==> src/core/arc_pkg.sv <==
// Package for the converter span and reset control block.
// Assumes a single 250 MHz clock domain and an APB register port.
package arc_pkg;

  // ---------------------------------------------------------------
  // Register map (byte addresses)
  // ---------------------------------------------------------------
  localparam logic [7:0] CTRL_OFS   = 8'h00;  // Control: span bits
  localparam logic [7:0] STAT_OFS   = 8'h04;  // Status: live state
  localparam logic [7:0] CONV_OFS   = 8'h08;  // Conversion length

  // ---------------------------------------------------------------
  // Field positions
  // ---------------------------------------------------------------
  localparam int SPAN_A_POS   = 0;   // Span bit of pair A
  localparam int SPAN_B_POS   = 1;   // Span bit of pair B
  localparam int SPAN_C_POS   = 2;   // Span bit of pair C
  localparam int ST_BUSY_POS  = 0;   // Status: busy
  localparam int ST_RST_POS   = 1;   // Status: in reset
  localparam int ST_MODE_POS  = 2;   // Status: software mode
  localparam int ST_HWSP_POS  = 3;   // Status: latched pin span
  localparam int ST_ARM_POS   = 4;   // Status: start pairs armed (3)
  localparam int ST_EFF_POS   = 8;   // Status: effective spans (3)

  // ---------------------------------------------------------------
  // Reset values and timing
  // ---------------------------------------------------------------
  localparam logic [2:0]  CTRL_RST     = 3'h0;
  localparam logic        HWSP_RST     = 1'b0;   // Wide span
  localparam int          CLK_MHZ      = 250;
  localparam int          CONV_NS      = 3000;   // Default conversion
  localparam logic [15:0] CONV_CYC     =
    16'((CONV_NS * CLK_MHZ) / 1000);
  localparam logic [31:0] BAD_ADDR_RD  = 32'h0;

endpackage : arc_pkg

==> src/core/arc_sync.sv <==
// Three-stage synchroniser with agreement filter for pin inputs.
// Assumes the input is asynchronous to clk.
module arc_sync #(
  parameter int           W   = 1,
  parameter logic [W-1:0] INI = '0
) (
  input  wire logic         clk,
  input  wire logic         nrst,
  input  wire logic [W-1:0] d,
  output logic      [W-1:0] q
);

  // ---------------------------------------------------------------
  // State
  // ---------------------------------------------------------------
  typedef struct packed {
    logic [W-1:0] s1;   // First stage, read by s2 only
    logic [W-1:0] s2;
    logic [W-1:0] s3;
    logic [W-1:0] o;    // Filtered output
  } arc_sync_st_t;

  arc_sync_st_t st_q;
  arc_sync_st_t st_d;

  // Next state: accept a change once stages two and three agree
  always_comb begin
    st_d    = st_q;
    st_d.s1 = d;
    st_d.s2 = st_q.s1;
    st_d.s3 = st_q.s2;
    for (int i = 0; i < W; i++) begin
      if (st_q.s2[i] == st_q.s3[i]) begin
        st_d.o[i] = st_q.s3[i];
      end
    end
  end

  // Registers
  always_ff @(posedge clk or negedge nrst) begin
    if (!nrst) begin
      st_q <= '{s1: INI, s2: INI, s3: INI, o: INI};
    end else begin
      st_q <= st_d;
    end
  end

  assign q = st_q.o;

endmodule // arc_sync

==> src/core/arc_ctrl.sv <==
// Span selection, device reset and conversion sequencing for a
// six-channel converter organised as three pairs.
// Assumes asynchronous pins from a host and an APB master on clk.

// Functional notes
// [RQ1] Pin high at busy fall: narrow span
// [RQ2] Pin low at busy fall: wide span
// [RQ3] Software mode: spans from control bits
// [RQ4] Reset pin high resets in any mode
// [RQ5] Software reset aborts, clears control register
// [RQ6] Hardware reset reloads from select pins
// [RQ7] Host pulses reset after power-up
// [RQ8] Strobes may stay high through reset
// [RQ9] Strobe low in reset needs full pulse
// [RQ10] Host may reset between hardware conversions
// [RQ11] Busy high while converting, falls at end
module arc_ctrl (
  input  wire logic        clk,
  input  wire logic        nrst,
  // Pins from the host
  input  wire logic        span_sel,       // High: narrow span
  input  wire logic        sw_mode,        // High: software mode
  input  wire logic        dev_reset,      // High: reset
  input  wire logic [2:0]  conversion_start_strobe, // Pairs A..C
  // Status pins
  output logic             busy,
  output logic [2:0]       span_narrow,    // Effective span per pair
  output logic [2:0]       sample_pulse,   // Pair sampled this cycle
  // APB slave
  input  wire logic        psel,
  input  wire logic        penable,
  input  wire logic        pwrite,
  input  wire logic [7:0]  paddr,
  input  wire logic [31:0] pwdata,
  output logic [31:0]      prdata,
  output logic             pready,
  output logic             pslverr
);

  // ---------------------------------------------------------------
  // Pin synchronisers
  // ---------------------------------------------------------------
  logic [5:0] pins_s;   // {strobes, reset, mode, span}

  arc_sync #(.W(6), .INI(6'h38)) u_sync (
    .clk  (clk),
    .nrst (nrst),
    .d    ({conversion_start_strobe, dev_reset, sw_mode, span_sel}),
    .q    (pins_s)
  );

  logic [2:0] strb_s;   // Filtered strobes
  logic       rst_s;    // Filtered reset pin
  logic       mode_s;   // Filtered mode select
  logic       span_s;   // Filtered span pin

  assign strb_s = pins_s[5:3];
  assign rst_s  = pins_s[2];
  assign mode_s = pins_s[1];
  assign span_s = pins_s[0];

  // ---------------------------------------------------------------
  // State
  // ---------------------------------------------------------------
  typedef enum {
    IDLE,
    CONV
  } arc_fsm_t;

  typedef struct packed {
    arc_fsm_t    fsm;        // Conversion sequencer
    logic [15:0] cnt;        // Cycles left in conversion
    logic [15:0] conv_len;   // Programmed conversion length
    logic [2:0]  ctrl;       // Software span bits
    logic        hw_span;    // Span latched at busy fall
    logic        sw_lat;     // Mode latched at reset
    logic [2:0]  strb_prev;  // Strobe history for edges
    logic [2:0]  armed;      // Pair may start on rising edge
    logic [2:0]  in_flight;  // Pairs in current conversion
    logic        busy;
    logic [2:0]  span_out;
    logic [2:0]  smp;
    logic [31:0] rdata;
    logic        ready;
  } arc_st_t;

  arc_st_t st_q;
  arc_st_t st_d;

  // ---------------------------------------------------------------
  // Helpers
  // ---------------------------------------------------------------
  // Effective span per pair; software bits win in software mode
  function automatic logic [2:0] eff_span(input logic swm,
                                          input logic [2:0] c,
                                          input logic hw);
    eff_span = swm ? c : {3{hw}};  // [RQ3]
  endfunction

  logic [2:0] rise;     // Strobe rising edges
  logic [2:0] fall;     // Strobe falling edges
  logic       apb_acc;  // APB access phase

  assign rise    = strb_s & ~st_q.strb_prev;
  assign fall    = ~strb_s & st_q.strb_prev;
  assign apb_acc = psel & penable & ~st_q.ready;

  // ---------------------------------------------------------------
  // Next state
  // ---------------------------------------------------------------
  always_comb begin
    st_d           = st_q;
    st_d.strb_prev = strb_s;
    st_d.smp       = 3'h0;
    st_d.ready     = 1'b0;

    // Arm a pair once its strobe has been seen falling outside reset
    st_d.armed = st_q.armed | fall;  // [RQ9]

    unique case (st_q.fsm)
      IDLE: begin
        // Start on a rising edge of any armed pair
        if ((rise & st_q.armed) != 3'h0) begin
          st_d.fsm       = CONV;
          st_d.in_flight = rise & st_q.armed;
          st_d.smp       = rise & st_q.armed;
          st_d.cnt       = st_q.conv_len;
          st_d.busy      = 1'b1;  // [RQ11]
        end
      end
      CONV: begin
        // Later pairs may join while converting
        st_d.in_flight = st_q.in_flight | (rise & st_q.armed);
        st_d.smp       = rise & st_q.armed & ~st_q.in_flight;
        if (st_q.cnt <= 16'h1) begin
          st_d.fsm  = IDLE;
          st_d.busy = 1'b0;  // [RQ11]
          // A pair rising on the last cycle is not sampled: no
          // conversion would stand behind it once busy has fallen
          st_d.smp  = 3'h0;  // [RQ11]
          // Busy falls now: pin span sampled for the next conversion
          st_d.hw_span = span_s;  // [RQ1] [RQ2]
        end else begin
          st_d.cnt = st_q.cnt - 16'h1;
        end
      end
    endcase

    // APB: one wait state, registered answer
    if (apb_acc) begin
      st_d.ready = 1'b1;
      st_d.rdata = arc_pkg::BAD_ADDR_RD;
      unique case (paddr)
        arc_pkg::CTRL_OFS: begin
          if (pwrite) begin
            st_d.ctrl = pwdata[2:0];
          end
          st_d.rdata[2:0] = st_q.ctrl;
        end
        arc_pkg::STAT_OFS: begin
          st_d.rdata[arc_pkg::ST_BUSY_POS] = st_q.busy;
          st_d.rdata[arc_pkg::ST_RST_POS]  = rst_s;
          st_d.rdata[arc_pkg::ST_MODE_POS] = st_q.sw_lat;
          st_d.rdata[arc_pkg::ST_HWSP_POS] = st_q.hw_span;
          st_d.rdata[arc_pkg::ST_ARM_POS +: 3] = st_q.armed;
          st_d.rdata[arc_pkg::ST_EFF_POS +: 3] = st_q.span_out;
        end
        arc_pkg::CONV_OFS: begin
          if (pwrite && pwdata[15:0] != 16'h0) begin
            st_d.conv_len = pwdata[15:0];
          end
          st_d.rdata[15:0] = st_q.conv_len;
        end
        default: begin
          // Unmapped: reads zero, writes ignored
        end
      endcase
    end

    // Device reset from the pin overrides sequencing
    if (rst_s) begin  // [RQ4]
      st_d.fsm       = IDLE;  // [RQ5]
      st_d.busy      = 1'b0;
      st_d.cnt       = 16'h0;
      st_d.in_flight = 3'h0;
      st_d.smp       = 3'h0;
      st_d.ctrl      = arc_pkg::CTRL_RST;  // [RQ5]
      // Reload configuration from the select pins
      st_d.sw_lat    = mode_s;  // [RQ6]
      st_d.hw_span   = span_s;  // [RQ6]
      // A strobe held low needs a fresh falling edge afterwards;
      // one held high stays armed so its next pulse just works
      st_d.armed     = strb_s;  // [RQ8] [RQ9]
    end

    st_d.span_out = eff_span(st_d.sw_lat, st_d.ctrl, st_d.hw_span);
  end

  // ---------------------------------------------------------------
  // Registers
  // ---------------------------------------------------------------
  always_ff @(posedge clk or negedge nrst) begin
    if (!nrst) begin
      st_q <= '{fsm: IDLE, cnt: 16'h0, conv_len: arc_pkg::CONV_CYC,
                ctrl: arc_pkg::CTRL_RST, hw_span: arc_pkg::HWSP_RST,
                sw_lat: 1'b0, strb_prev: 3'h7, armed: 3'h0,
                in_flight: 3'h0, busy: 1'b0, span_out: 3'h0,
                smp: 3'h0, rdata: 32'h0, ready: 1'b0};
    end else begin
      st_q <= st_d;
    end
  end

  // ---------------------------------------------------------------
  // Outputs, all from flip-flops except pslverr, tied low
  // ---------------------------------------------------------------
  assign busy         = st_q.busy;
  assign span_narrow  = st_q.span_out;
  assign sample_pulse = st_q.smp;
  assign prdata       = st_q.rdata;
  assign pready       = st_q.ready;
  assign pslverr      = 1'b0;

endmodule // arc_ctrl

==> config.mk <==
export PLATFORM = sky130hd
export DESIGN_NAME = arc_ctrl
export DESIGN_NICKNAME = d
export VERILOG_FILES = /design/src/core/arc_pkg.sv /design/src/core/arc_sync.sv /design/src/core/arc_ctrl.sv
export SDC_FILE = /design/constraint.sdc
export NUM_CORES = 1
export LEC_CHECK = 0
export BUFFER_PORTS_ARGS = -buffer_cell sky130_fd_sc_hd__buf_2
export CAP_MARGIN = 20
export CORE_MARGIN = 1.5
export CORE_UTILIZATION = 32
export DETAILED_ROUTE_END_ITERATION = 6
export GPL_TIMING_DRIVEN = 0
export SETUP_SLACK_MARGIN = 0.02
export SLEW_MARGIN = 0
export SYNTH_ARGS = -nofsm -noshare
export SYNTH_HDL_FRONTEND = slang
export SYNTH_SLANG_ARGS = --single-unit
==> constraint.sdc <==
create_clock -name clk -period 5 [get_ports clk]
set_input_delay 1 -clock clk [delete_from_list [all_inputs] [get_ports clk]]
set_output_delay 1 -clock clk [all_outputs]
set_load 0.01 [all_outputs]
==> results.py <==
metrics = {
    "power": {
        "switching_share": 0.3493,
        "comb_power_share": 0.312,
        "intPower_mw": 1.535,
        "seq_power_share": 0.416,
        "p_leak_nw": 2.490,
        "ir_drop_mv": 0.1716,
        "p_switching_mw": 0.8237,
        "p_per_area_nw_per_um2": 449.3,
        "pwr-share-clk": 0.272,
    },
    "place": {
        "dp_hpwl_um": 7592,
        "port_buffers": 57,
        "post_dp_cell_area_um2": 4971,
        "place.gp.congestion": 0.8763,
    },
    "sta": {
        "fin_skew_ns": 0.007770,
        "min_period_ns": 2.720,
        "final_hold_viol_count": 0,
        "finalMaxSlewViolations": 0,
        "rsz0062_at_grt": "no",
        "max_clock_freq_ghz": 0.3676,
        "setup_tns_ns": 0,
        "fin_crit_sh": 0.5441,
        "slew_headroom": 0.3121,
        "whs_ns": 0.3484,
        "worst_pin_slew_ns": 1.030,
        "setup_viol": 0,
    },
    "die": {
        "coreArea_um2": 13300,
        "initial_utilization": 0.3291,
        "die_w_um": 119.9,
        "chipHeight_um": 119.9,
        "dieArea_um2": 14380,
        "num_rows": 42,
        "ios": 92,
    },
    "clocking": {
        "cts_tree": "yes",
        "ctsResizeCount": 0,
        "root_buffer": "clkbuf_16",
        "cts_buffers": 9,
        "insertion_delay_ns": 0.34,
        "cts_buffer_depth": 2,
        "path_clk_slew_ns": 0.06,
        "cts_setup_buffers": 0,
        "htree_levels": 3,
        "cts_sinks": 94,
        "hold_buffers": 0,
    },
    "hold_path": {
        "min_path_type": "register to register",
        "whs_endpoint": "u_sync.st_d[6]$_DFF_PN0_",
        "hold_depth": 0,
        "hold_path.startpoint": "u_sync.st_d[12]$_DFF_PN0_",
    },
    "worst_setup_path": {
        "r2r_slack_ns": 2.51,
        "critPathCaptureType": "register",
        "r2r_cells": 7,
        "critPathArrivalTime_ns": 2.95,
        "r2r_start": "st_q[70]$_DFFE_PN0P_",
        "critPathMaxFanout": 10,
        "cp-start-kind": "input pin",
        "r2r_end": "st_q[84]$_DFFE_PN0P_",
        "critPathKind": "input pin to register",
        "required_ns": 5.23,
        "crit_start": "pwdata[10]",
    },
    "detailed_routing": {
        "dr_total_vias": 3244,
        "ant_nets": 0,
        "wl_um": 10180,
        "first_pass_iters": 4,
        "vias_per_cell": 4.886,
        "drc": 0,
        "drt_iter0_markers": 190,
        "wl_per_cell_um": 15.33,
    },
    "grt": {
        "grt_start_max_net_pins": 61,
        "antenna_found_initial": 0,
        "first_global_vias": 3153,
        "top_usage_layer": "met2",
        "grt.met2_usage": 0.2332,
        "met1_usage": 0.1889,
        "grt_use_total": 0.1448,
        "grt_overflow": 0,
        "grt_pass1_wl_um": 16010,
        "met3_usage": 0.03850,
    },
    "logic_synthesis": {
        "ys_seq_area_frac": 0.5439,
        "synth-edff-count": 0,
        "synth-main-ff-cell": "dfrtp_1",
        "synth_top_area_share": 0.4118,
        "mappedNetlistArea_um2": 4375,
        "async_flop_share": 1.000,
        "synthCells": 398,
        "ys.warnings.count": 0,
        "synth_seq_cells": 94,
        "yosysTopAreaCell": "dfrtp_1",
        "syn_area_per_cell_um2": 10.99,
        "synth_cell_types": 55,
        "netlist_top_cells_area": "dfrtp_1 41%, dfstp_2 13%, buf_4 6.7%, mux2_2 4.4%, nand2_1 3.6%",
    },
    "cells_and_area": {
        "final_cell_mix": "72 x dfrtp_1, 57 x buf_2, 42 x nand2_1",
        "multi_input_area_um2": 1642,
        "seq_area_um2": 2380,
        "layout_commonest_cell": "dfrtp_1",
        "n_antenna_cell": 0,
        "design_area_um2": 5249,
        "drive_gt1_frac": 0.3340,
        "fillers": 1323,
        "nets": 536,
        "areaGrowthSynthToFinish_pct": 19.96,
    },
    "job": {
        "maxCapViolCount": 0,
    },
    "status": {
        "outcome": "complete, no violations",
    },
}
-- synthesized netlist by cell type (5+ instances only) --
library cell and instances:
a221oi_1 7, inv_1 7, nor3b_1 5, mux2_2 17, o21ai_0 8, a22o_1 6
a21oi_1 19, nand3b_1 5, mux2i_1 7, dfstp_2 22, dfrtp_1 72, nand2_1 42
nand3_1 12, nor2_1 36, or4_1 5, clkbuf_1 11, maj3_1 6, buf_4 39
nor4_1 6
-- cells by family after synthesis --
kind of cell | Yosys count | synth area share
flip-flops | 94 | 0.5439
multiplexers | 24 | 0.05977
XOR/XNOR | 6 | 0.01201
adder cells (fa/ha/maj) | 8 | 0.01944
buffers and inverters | 63 | 0.09465
other | 1 | 0.0008571
AO/OA/AOI/OAI | 71 | 0.1158
AND/OR/NAND/NOR | 131 | 0.1536
-- power by group through the flow --
stage               Combinational (mW)  Clock [mW]  Sequential [mW]
finish                           0.736       0.642            0.980
global route                     0.807       0.696            0.996
CTS                              0.735       0.657            0.978
detailed placement               0.732           0            0.990
global placement                 0.718           0            0.984
floorplan                        0.540           0            0.961
-- critical path, stage by stage --
cell and delay (ns):
buf_2 0.11, nor4_1 0.58, nand4_1 0.21, nand4_1 0.34, buf_2 0.34, mux2_2 0.37
-- how the worst max path moves through the flow --
stage	endpoint	slack (ns)	depth (start not counted)
4_1_cts	st_q[69]$_DFFE_PN0P_	2.29	6
2_1_floorplan	st_q[62]$_DFFE_PN0P_	2.40	7
3_5_place_dp	st_q[69]$_DFFE_PN0P_	1.92	6
5_1_grt	st_q[67]$_DFFE_PN0P_	2.22	6
6_report	st_q[69]$_DFFE_PN0P_	2.28	6
3_3_place_gp	st_q[67]$_DFFE_PN0P_	1.95	6
-- state kept, by name (all words and copies together), names as in the netlist --
name,flops
busy,1
u_sync.st_d,12
u_sync.st_q,6
pready,1
sample_pulse,3
prdata,16
st_q,46
u_sync.q,6
span_narrow,3
-- per-stage QoR --
stage	instances	utilization	setup slack, ns	power (mW)
after CTS	664	0.3948	2.287	2.370
final	664	0.3948	2.280	2.358
after global routing	664	0.3948	2.220	2.498
after floorplan	414	-	2.402	1.501
after global placement	647	0.3716	1.954	1.702
after detailed placement	648	0.3739	1.923	1.722
-- per-layer routing --
layer / vias up / wire length [um]
li1: 1534 / -
met2: 97 / 4935
met3: 16 / 518
met5: - / 0
met4: 0 / 131
met1: 1597 / 4595
-- cell type report --
cell class              instances  area share
plain buffers                  55     0.07318
clock buffers                  12     0.04696
clock inverters                 4    0.005959
inverters                       8    0.005721
multi-input cells             257      0.3128
flip-flops and latches         94      0.4534
well taps                     176     0.04195
repair buffers                 58     0.06007
Power figures use the tool's default switching activity.
